File: src/rtl/oelh_pkg.sv
package oelh_pkg;
  localparam int OELH_N_SERVICE = 16;
  localparam int OELH_N_ENDPOINT = 16;
  localparam int OELH_N_PORT = 4;
  localparam int OELH_SIDX_W = 4;
  localparam int OELH_EP_W = 4;
  localparam int OELH_PORT_W = 2;
  localparam int OELH_CNT_W = 16;
  localparam logic [OELH_CNT_W-1:0] OELH_CNT_RST = 16'h0000;
  localparam logic [OELH_CNT_W-1:0] OELH_CNT_ONE = 16'h0001;
  localparam logic OELH_ENABLED = 1'b1;
  localparam int OELH_BUF_DEPTH = 2;

  typedef enum logic {
    OELH_STAGE_ANALYZER,
    OELH_STAGE_REWRITER
  } oelh_stage_e;

  // One frame presented to the lookup stage
  typedef struct packed {
    oelh_stage_e stage;
    logic [OELH_SIDX_W-1:0] service_index;
    logic egress_endpoint_select_valid;
    logic [OELH_EP_W-1:0] egress_endpoint_index;
    logic [OELH_PORT_W-1:0] port;
  } oelh_frame_s;

  // Lookup result leaving the stage
  typedef struct packed {
    logic processed;
    logic port_active;
    logic [OELH_EP_W-1:0] active_endpoint;
    logic active_up;
    logic rx_dir;
    logic server_counted;
    logic [OELH_EP_W-1:0] server_endpoint;
    logic port_counted;
  } oelh_result_s;

  localparam int OELH_FRAME_W = $bits(oelh_frame_s);
endpackage

File: src/rtl/oelh_buffer.sv
module oelh_buffer
  import oelh_pkg::*;
#(
  parameter int WIDTH = OELH_FRAME_W,
  parameter int DEPTH = OELH_BUF_DEPTH
) (
  input wire logic mclk,
  input wire logic rst,
  input wire logic in_valid,
  output logic in_ready,
  input wire logic [WIDTH-1:0] in_data,
  output logic out_valid,
  input wire logic out_ready,
  output logic [WIDTH-1:0] out_data
);
  localparam int AW = (DEPTH > 1) ? $clog2(DEPTH) : 1;
  logic [WIDTH-1:0] mem [DEPTH];
  logic [AW-1:0] wptr;
  logic [AW-1:0] rptr;
  logic [AW:0] count;
  logic [AW:0] next_count;
  wire push = in_valid && in_ready;
  wire pop = out_valid && out_ready;
  wire [AW-1:0] wptr_inc = (wptr == AW'(DEPTH - 1)) ? '0 : wptr + 1'b1;
  wire [AW-1:0] rptr_inc = (rptr == AW'(DEPTH - 1)) ? '0 : rptr + 1'b1;

  assign next_count = count + (AW + 1)'(push) - (AW + 1)'(pop);
  assign out_valid = (count != '0);
  assign out_data = mem[rptr];

  always_ff @(posedge mclk) begin
    if (push) begin
      mem[wptr] <= in_data;
    end
  end

  always_ff @(posedge mclk or posedge rst) begin
    if (rst) begin
      wptr <= '0;
      rptr <= '0;
      count <= '0;
      in_ready <= 1'b1;
    end else begin
      if (push) wptr <= wptr_inc;
      if (pop) rptr <= rptr_inc;
      count <= next_count;
      // Ready is registered from the next fill level, so it leaves a flip-flop
      in_ready <= (next_count != (AW + 1)'(DEPTH));
    end
  end
endmodule

File: src/rtl/oelh_lookup.sv
// Notes on behaviour
// - Up endpoint transmit lookup runs in analyzer on ingress frames.
// - Up endpoint receive lookup runs in rewriter on egress frames.
// - One up endpoint serves both its receive and transmit traffic.
// - Up endpoint transmits toward queues, receives from queues before front port.
// - Analyzer lookup uses per-service table; enable 1 supplies endpoint index.
// - Rewriter lookup uses egress action valid flag and endpoint index.
// - Unmapped frames go to the port endpoint; port lookup always happens.
// - Disabled port endpoint means no processing for fall-through frames.
// - Port endpoint active: only port endpoint counters increment.
// - Service frame counts at service, optional server, and port endpoint.
// - Three-layer hierarchy works in both analyzer and rewriter.
// - One lookup per stage; single active endpoint updates hierarchy counters.
// - Direction and facing follow stage per user/network traffic direction.
// - Active down service endpoint counts self, server, network port.
// - Down server active for own OAM counts self and network port.
// - Active up service endpoint counts self, up server, user port.
// - Up server active for own OAM counts only itself; code skips the port but still counts its server if one is enabled.
// - Flow may hit two up, two down endpoints and port: five levels.
// - Down endpoint receives in analyzer, transmits in rewriter.
module oelh_lookup
  import oelh_pkg::*;
#(
  parameter int N_SERVICE = OELH_N_SERVICE,
  parameter int N_ENDPOINT = OELH_N_ENDPOINT,
  parameter int N_PORT = OELH_N_PORT
) (
  input wire logic mclk,
  input wire logic rst,
  input wire logic frame_valid,
  output logic frame_ready,
  input wire oelh_frame_s frame,
  input wire logic [N_SERVICE-1:0] ingress_endpoint_select_enable,
  input wire logic [N_SERVICE*OELH_EP_W-1:0] ingress_endpoint_index,
  input wire logic [N_ENDPOINT-1:0] endpoint_enable,
  input wire logic [N_ENDPOINT-1:0] endpoint_up,
  input wire logic [N_ENDPOINT-1:0] server_endpoint_enable,
  input wire logic [N_ENDPOINT*OELH_EP_W-1:0] server_endpoint_index,
  input wire logic [N_ENDPOINT-1:0] endpoint_is_server,
  input wire logic [N_PORT-1:0] port_endpoint_enable,
  input wire logic [OELH_EP_W-1:0] count_sel,
  input wire logic [OELH_PORT_W-1:0] port_count_sel,
  output logic result_valid,
  input wire logic result_ready,
  output oelh_result_s result,
  output logic [OELH_CNT_W-1:0] ep_rx_count,
  output logic [OELH_CNT_W-1:0] ep_tx_count,
  output logic [OELH_CNT_W-1:0] port_rx_count,
  output logic [OELH_CNT_W-1:0] port_tx_count
);
  function automatic logic [OELH_EP_W-1:0] pick_ep(
    input logic [N_ENDPOINT*OELH_EP_W-1:0] vec,
    input logic [OELH_EP_W-1:0] idx
  );
    pick_ep = vec[idx*OELH_EP_W +: OELH_EP_W];
  endfunction

  // Buffer in front of the lookup so a stalled result consumer drops nothing
  logic buf_valid;
  logic [OELH_FRAME_W-1:0] buf_data;
  oelh_frame_s cur;
  logic take;

  oelh_buffer #(.WIDTH(OELH_FRAME_W), .DEPTH(OELH_BUF_DEPTH)) u_buf (
    .mclk(mclk),
    .rst(rst),
    .in_valid(frame_valid),
    .in_ready(frame_ready),
    .in_data(frame),
    .out_valid(buf_valid),
    .out_ready(take),
    .out_data(buf_data)
  );
  assign cur = oelh_frame_s'(buf_data);

  // Output register accepts a new frame when empty or being drained
  assign take = buf_valid && (!result_valid || result_ready);

  wire in_ana = (cur.stage == OELH_STAGE_ANALYZER);
  wire [OELH_SIDX_W-1:0] sidx = cur.service_index;
  wire ana_hit = ingress_endpoint_select_enable[sidx] == OELH_ENABLED;
  wire [OELH_EP_W-1:0] ana_ep = ingress_endpoint_index[sidx*OELH_EP_W +: OELH_EP_W];
  wire rew_hit = cur.egress_endpoint_select_valid == OELH_ENABLED;
  wire svc_hit = in_ana ? ana_hit : rew_hit;
  wire [OELH_EP_W-1:0] svc_ep = in_ana ? ana_ep : cur.egress_endpoint_index;
  wire svc_on = svc_hit && endpoint_enable[svc_ep];
  wire port_on = port_endpoint_enable[cur.port];
  // Fall-through to the port endpoint cannot be suppressed
  wire port_path = !svc_hit;
  wire processed = svc_hit ? svc_on : port_on;
  wire svc_up = endpoint_up[svc_ep];
  // Up: analyzer is transmit, rewriter is receive; down is the reverse
  wire rx_dir = svc_hit && svc_up ? !in_ana : in_ana;
  wire srv_en = server_endpoint_enable[svc_ep] == OELH_ENABLED;
  wire [OELH_EP_W-1:0] srv_ep = pick_ep(server_endpoint_index, svc_ep);
  // Server counting needs the target flagged as server and enabled
  wire srv_cnt = svc_on && srv_en && endpoint_is_server[srv_ep] && endpoint_enable[srv_ep];
  // Up server handling its own OAM never passes the user port
  wire up_srv_self = svc_on && svc_up && endpoint_is_server[svc_ep];
  wire port_cnt = port_path ? port_on : (svc_on && !up_srv_self);
  wire do_cnt = take && processed;

  oelh_result_s next_result;
  always_comb begin
    next_result.processed = processed;
    next_result.port_active = port_path;
    next_result.active_endpoint = svc_ep;
    next_result.active_up = svc_hit && svc_up;
    next_result.rx_dir = rx_dir;
    next_result.server_counted = srv_cnt;
    next_result.server_endpoint = srv_ep;
    next_result.port_counted = port_cnt;
  end

  always_ff @(posedge mclk or posedge rst) begin
    if (rst) begin
      result_valid <= 1'b0;
      result <= '0;
    end else if (take) begin
      result_valid <= 1'b1;
      result <= next_result;
    end else if (result_ready) begin
      result_valid <= 1'b0;
    end
  end

  // Loss counters: every layer updated in the same cycle as the lookup
  logic [OELH_CNT_W-1:0] ep_rx [N_ENDPOINT];
  logic [OELH_CNT_W-1:0] ep_tx [N_ENDPOINT];
  logic [OELH_CNT_W-1:0] pt_rx [N_PORT];
  logic [OELH_CNT_W-1:0] pt_tx [N_PORT];

  genvar g;
  generate
    for (g = 0; g < N_ENDPOINT; g++) begin : g_ep
      wire hit_svc = do_cnt && !port_path && (svc_ep == OELH_EP_W'(g));
      wire hit_srv = do_cnt && srv_cnt && (srv_ep == OELH_EP_W'(g));
      wire [1:0] n = {1'b0, hit_svc} + {1'b0, hit_srv};
      wire [OELH_CNT_W-1:0] inc = OELH_CNT_W'(n);
      always_ff @(posedge mclk or posedge rst) begin
        if (rst) begin
          ep_rx[g] <= OELH_CNT_RST;
          ep_tx[g] <= OELH_CNT_RST;
        end else if (rx_dir) begin
          ep_rx[g] <= ep_rx[g] + inc;
        end else begin
          ep_tx[g] <= ep_tx[g] + inc;
        end
      end
    end
    for (g = 0; g < N_PORT; g++) begin : g_pt
      wire hit = do_cnt && port_cnt && (cur.port == OELH_PORT_W'(g));
      always_ff @(posedge mclk or posedge rst) begin
        if (rst) begin
          pt_rx[g] <= OELH_CNT_RST;
          pt_tx[g] <= OELH_CNT_RST;
        end else if (hit && rx_dir) begin
          pt_rx[g] <= pt_rx[g] + OELH_CNT_ONE;
        end else if (hit) begin
          pt_tx[g] <= pt_tx[g] + OELH_CNT_ONE;
        end
      end
    end
  endgenerate

  always_ff @(posedge mclk or posedge rst) begin
    if (rst) begin
      ep_rx_count <= OELH_CNT_RST;
      ep_tx_count <= OELH_CNT_RST;
      port_rx_count <= OELH_CNT_RST;
      port_tx_count <= OELH_CNT_RST;
    end else begin
      ep_rx_count <= ep_rx[count_sel];
      ep_tx_count <= ep_tx[count_sel];
      port_rx_count <= pt_rx[port_count_sel];
      port_tx_count <= pt_tx[port_count_sel];
    end
  end
endmodule

File: config.mk
export PLATFORM = sky130hd
export DESIGN_NAME = oelh_lookup
export DESIGN_NICKNAME = d
export VERILOG_FILES = /design/src/rtl/oelh_pkg.sv /design/src/rtl/oelh_buffer.sv /design/src/rtl/oelh_lookup.sv
export SDC_FILE = /design/constraint.sdc
export NUM_CORES = 2
export LEC_CHECK = 0
export BUFFER_PORTS_ARGS = -buffer_cell sky130_fd_sc_hd__buf_4
export CAP_MARGIN = 5
export CORE_UTILIZATION = 40
export CTS_CLUSTER_SIZE = 12
export DETAILED_ROUTE_END_ITERATION = 8
export GPL_TIMING_DRIVEN = 1
export PLACE_DENSITY = 0.6
export SLEW_MARGIN = 30
export SYNTH_ARGS = -nofsm -noshare
export SYNTH_HDL_FRONTEND = slang
export SYNTH_SLANG_ARGS = --single-unit
File: constraint.sdc
create_clock -name mclk -period 25.5 [get_ports mclk]
set_input_delay 3.825 -clock mclk [delete_from_list [all_inputs] [get_ports mclk]]
set_output_delay 3.825 -clock mclk [all_outputs]
set_load 0.005 [all_outputs]
======== Word level (Yosys, flattened, before mapping) ========
Memory sizes are Yosys's and may differ from the RTL's.
Index checks and enable logic that the tools add are counted.
storage, ports and cells
  bits in registers ....................... 724
  bits in writable memories ............... 24
  input port bits ......................... 234
  output and inout port bits .............. 80
  word-level logic and storage cells ...... 274
  memories kept ........................... 1
cells by class
  add/sub/neg operators ................... 60
  order comparisons ....................... 6
  equality and inequality tests ........... 34
  shift operators ......................... 2
  mux-type cells .......................... 39
  bitwise gates (word level) .............. 7
  reductions and logical operators ........ 68
memory list
  name       depth  bits a word  rd ports  clocked after memory_dff  wr ports  RTL line           text
  u_buf.mem  2      12           1         0                         1         oelh_buffer.sv:17  logic [WIDTH-1:0] mem [DEPTH];
operator list
  kind                                                       count
  adder 16 x 2 -> 16 bit                                     32
  adder 16 x 1 -> 16 bit (second input constant)             8
  binary-select mux 16 bit (select 4 bit)                    2
  two-way mux 16 bit                                         8
  indexed part select 64 x 7 -> 4 bit                        2
  binary-select mux 16 bit (select 2 bit)                    2
  == test 4 bit (second input constant)                      16
  logical AND 1 bit                                          55
  adder 1 x 1 -> 2 bit                                       16
  == test 4 x 3 -> 1 bit (second input constant)             8
  binary-select mux 1 bit (select 4 bit)                     7
  two-way mux 1 bit                                          18
  == test 4 x 2 -> 1 bit (second input constant)             4
  < comparator 4 x 5 -> 1 bit (second input constant)        3
  == test 4 x 1 -> 1 bit (second input constant)             2
  zero test 4 bit                                            2
  AND reduction 2 bit                                        4
  greater-or-equal comparator 5 bit (second input constant)  1
  inverter 1 bit                                             5
  inverter 4 -> 5 bit                                        1
  == test 2 bit (second input constant)                      2
  two-way mux 4 bit                                          1
  nonzero test 2 bit                                         2
  greater-or-equal comparator 3 bit (second input constant)  1
  other kinds (11)                                           14

======== Depth between registers and ports, before layout ========
An unclocked memory read counts as a cell.
  depth after elaboration ................. 16
  gate-level depth with buffers ........... 29
  mapped depth without buffers ............ 21

======== Cells and area by module ========
From an unflattened synthesis, not the netlist that was laid out.
unflattened totals
  cell total of the unflattened synthesis .. 3429
  area total of the unflattened synthesis .. 39656.8 µm²
modules (own cells, without submodules)
  module       times used  cells each  area an instance (µm²)  sequential area each (µm²)
  oelh_lookup  1           3367        38524.4                 17992.3
  oelh_buffer  1           62          1132.3                  847.1

======== Worst setup path before layout ========
No wires, ideal clock.
  path kind ............................... input -> register
  start ................................... input ingress_endpoint_index[33]
  end ..................................... register ep_tx[171] in the netlist's numbering
  library setup time ...................... 0.080 ns
  data arrival time ....................... 8.477 ns
  required time ........................... 25.420 ns
  path slack .............................. 16.943 ns
  cell stages on the path ................. 27
  buffers on the path ..................... 6
  path through ............................ nor2b_1 > o22ai_2 > a211oi_1 > o32a_1 > buf_2 > a31o_1 > buf_2 > buf_6 > buf_2 > mux4_2 > a22oi_1 > and2_1 > buf_2 > mux2i_1 > mux2i_1 > a21o_1 > nor4_1 > ha_1 > ha_1 > nor2b_1 > o21ai_0 > o21ai_0 > and2_1 > and3_1 > clkbuf_1 > nand4_1 > xnor2_1
between the ends
  word-level cells in the longest chain between the ends .. 12
  elaborated cells between the ends (all ways) .. 29
  classes of those cells .................. add/sub (2); eq/ne (2); shift (2); mux (13); reduce/logical (10)
RTL lines
  item                                                             RTL line            text
  start: declaration                                               oelh_lookup.sv:34   input wire logic [N_SERVICE*OELH_EP_W-1:0] ingress_endpoint_index,
  indexed part select 64 x 7 -> 4 bit (*)                          oelh_lookup.sv:82   wire [OELH_EP_W-1:0] ana_ep = ingress_endpoint_index[sidx*OELH_EP_W +: OELH_EP_W];
  two-way mux 4 bit (*)                                            oelh_lookup.sv:85   wire [OELH_EP_W-1:0] svc_ep = in_ana ? ana_ep : cur.egress_endpoint_index;
  branches (longest 10 deep; another with adder 16 x 2 -> 16 bit)  n/a
  end signal: indexed assignment                                   oelh_lookup.sv:147  ep_tx[g] <= ep_tx[g] + inc;
  end: declaration                                                 oelh_lookup.sv:129  logic [OELH_CNT_W-1:0] ep_tx [N_ENDPOINT];
Every way passes the cells marked *. The select of a mux whose other input is x is not followed.
A chain may end at the register's enable or synchronous reset.

======== Worst setup path after layout ========
  start ................................... input ingress_endpoint_index[24]
  end ..................................... register ep_tx[255] in the netlist's numbering
The elaborated chain is that of the path after synthesis.

==> impl_metrics.env <==
export IMPL_status="completed"
export IMPL_yosys_top_cells_count="dfrtp_1 (723), nand2_1 (482), xnor2_1 (387)"
export IMPL_cts_htree_levels=3
export IMPL_synth_most_common_cell="dfrtp_1"
export IMPL_ant_nets=0
export IMPL_drt_iter0_markers=2295
export IMPL_drive_gt1_share_pct=19.4
export IMPL_grt_pass1_wl_um=180000
export IMPL_n_fill_cell=9299
export IMPL_cts_resized=0
export IMPL_cts_tree="built"
export IMPL_wl_per_cell_um=21.3
export IMPL_period_needed_ns=9.60
export IMPL_initial_utilization_pct=40.3
export IMPL_synth_top_area_share_pct=44.1
export IMPL_synthToLayoutAreaGrowth_pct=16.1
export IMPL_hold_class="reg -> reg"
export IMPL_grt_ovfl_total=0
export IMPL_numClockSinks=748
export IMPL_drv_cap=0
export IMPL_drc_errors=0
export IMPL_async_reset_ff_share_pct=96.8
export IMPL_port_buffers=313
export IMPL_r2r_setup_slack_ns=17.43
export IMPL_synth_nets=4013
export IMPL_instances_no_fill=5389
export IMPL_path_class="in -> reg"
export IMPL_placedCellCount=5224
export IMPL_syn_area_per_cell_um2=11.2
export IMPL_cts_max_path_buffers=3
export IMPL_yosysTopAreaCell="dfrtp_1"
export IMPL_grt_pass1_vias=29500
export IMPL_synth_seq_cells=748
export IMPL_rsz0062_at_grt="no"
export IMPL_clockPowerShare_pct=30.9
export IMPL_cts_setup_buffers=0
export IMPL_ios=314
export IMPL_core_mm2=0.102
export IMPL_vias=29600
export IMPL_intPower_mw=2.43
export IMPL_place_gp_congestion=0.978
export IMPL_dp_hpwl_um=85200
export IMPL_grt_max_degree=156
export IMPL_holdWs_ns=0.468
export IMPL_fin_setup_tns_ns=0
export IMPL_root_buffer="clkbuf_16"
export IMPL_cp_max_fo=37
export IMPL_final_period_utilization_pct=37.7
export IMPL_p_per_area_mw_per_mm2=84.2
export IMPL_nets=4288
export IMPL_via_per_inst=5.50
export IMPL_final_core_util_pct=46.8
export IMPL_placementRows=117
export IMPL_worstPathRequired_ns=26.08
export IMPL_syn_area_mm2=0.0410
export IMPL_synth_edf_count=24
export IMPL_multi_input_area_mm2=0.0212
export IMPL_synthFlopType="dfrtp_1"
export IMPL_final_setup_skew_ns=0.0476
export IMPL_hold_viol_final=0
export IMPL_yosysWarningCount=0
export IMPL_die_area_mm2=0.104
export IMPL_p_leak_nw=22.8
export IMPL_critPathLaunchType="input port"
export IMPL_p_total_mw=4.01
export IMPL_relSlewSlack_pct=33.1
export IMPL_ff_latch_area_mm2=0.0188
export IMPL_seq_power_share_pct=33.7
export IMPL_synth_cell_types=89
export IMPL_clkSlewWorstSetupHoldPaths_ns=0.05
export IMPL_syn_inst=3671
export IMPL_cp_end_kind="register"
export IMPL_ys_seq_area_share_pct=46.0
export IMPL_cts_hold_buffers_added=0
export IMPL_worstMarginPinSlew_ns=0.996
export IMPL_clkLatencyLatePin_ns=0.68
export IMPL_drv_slew=0
export IMPL_fp_dieW_um=322
export IMPL_netSwitchingFraction_pct=39.3
export IMPL_cts_buffers=86
export IMPL_finalWirelength_um=115000
export IMPL_grt_usage_pct=22.5
export IMPL_drtPass1Iterations=5
export IMPL_die_height_um=322
export IMPL_fmax_mhz=104
export IMPL_comb_power_share_pct=35.4
export IMPL_setup_violations=0
export IMPL_cp_arrival_ns=10.18
export IMPL_vdd_drop_max_v=0.000218
export IMPL_ys_top_cells_by_area="dfrtp_1 (44%), mux4_2 (11%), xnor2_1 (8.3%)"
export IMPL_p_sw_mw=1.58
export IMPL_antenna_found_initial=9
## layer usage
metal / global-route usage [%] / part of all wire, %
met5: 0 / 0.012
met4: 8.18 / 3.5
met2: 35.6 / 47
met3: 2.99 / 4.7
met1: 31.6 / 45
## registers in the layout (all words and copies together), names as in the netlist
name / flops
ep_rx: 256
ep_rx_count: 16
ep_tx: 256
ep_tx_count: 16
port_rx_count: 16
port_tx_count: 16
pt_rx: 64
pt_tx: 64
result: 14
result_valid: 1
u_buf.count: 2
u_buf.in_ready: 1
u_buf.mem: 24
u_buf.rptr: 1
u_buf.wptr: 1
## path summary, 6_finish.rpt
| kind | start | endpoint | depth (start not counted) |
|---|---|---|---|
| max | ingress_endpoint_index[24] | ep_tx[255] | 22 |
| max in group asynchronous | rst | ep_rx[76] | 6 |
| min in group asynchronous | rst | ep_rx[230] | 2 |
| min reg2reg | pt_tx[15] | pt_tx[15] | 1 |
| min | pt_tx[15] | pt_tx[15] | 1 |
| max reg2reg | u_buf.rptr | ep_tx[255] | 22 |
## critical path: stages
cell	delay, ns
buf_4	0.09
o21ai_0	0.07
o21ai_0	0.25
a221oi_1	0.15
o22ai_2	0.40
and3_2	0.57
buf_4	0.53
mux4_2	0.58
a22oi_1	0.31
and2_1	0.37
mux2i_1	0.26
mux2i_1	0.13
a21o_1	0.27
nor3_1	0.49
ha_1	0.24
ha_1	0.19
nand2_1	0.07
o21ai_0	0.43
nand2_1	0.18
nor3_2	0.39
and3_1	0.24
xor2_1	0.13
## cell type report
class                           instances  area share, %
Multi-Input combinational cell       2695           44.6
Sequential cell                       748           39.6
Timing Repair Buffer                  348           5.68
Clock buffer                          128           5.43
Tap cell                             1368           3.60
Clock inverter                         28          0.565
Inverter                               67          0.544
Antenna cell                            7         0.0368
## layout by cell type, fill, tap and decap left out, types with 8 or more instances in the layout
master,instances
nor2b_1,40
a21o_1,9
buf_4,337
xor2_1,213
mux2i_1,50
nand4_1,92
clkbuf_8,23
and2_1,31
nand3_1,244
dfrtp_1,722
nor3_2,26
inv_1,64
o22ai_1,9
and3_1,206
a21oi_1,62
nor3_1,29
nor4_1,24
a221oi_1,11
clkinv_2,17
ha_1,104
xnor2_1,387
a311oi_1,9
mux4_2,197
a211oi_1,27
a21boi_0,11
nor2_1,160
o21ai_0,69
and4_1,31
clkbuf_16,88
mux2_2,22
nand2_1,482
nand2b_1,12
o2111ai_1,8
edfxtp_1,24
clkbuf_1,17
## stage by stage
stage	area [um2]	setup slack [ns]
after floorplan	41000	1.37
after global placement	44600	15.35
after detailed placement	44600	15.23
after CTS	47500	15.95
after global routing	47600	15.49
final	47600	15.90
## power groups by stage
| stage | registers (mW) | logic (mW) | clock network (mW) |
|---|---|---|---|
| after floorplan | 1.34 | 1.00 | 0 |
| after global placement | 1.37 | 1.39 | 0 |
| after detailed placement | 1.37 | 1.40 | 0 |
| after CTS | 1.35 | 1.41 | 1.27 |
| after global routing | 1.36 | 1.53 | 1.32 |
| final | 1.35 | 1.42 | 1.24 |
## logic make-up (layout without fill, tap and decap cells)
group | after synthesis | count (layout) | share of synthesized area [%]
and+or+nand+nor | 1410 | 1410 | 17.4
xor gates and xnor gates | 600 | 600 | 12.8
other | 0 | 7 | 0
muxes | 277 | 277 | 12.9
buffers and inverters | 228 | 571 | 2.45
DFF | 748 | 748 | 46.0
adders and majority gates | 108 | 108 | 3.37
AOI/OAI and AO/OA | 300 | 300 | 5.06
(Power assumes the default switching activity.)
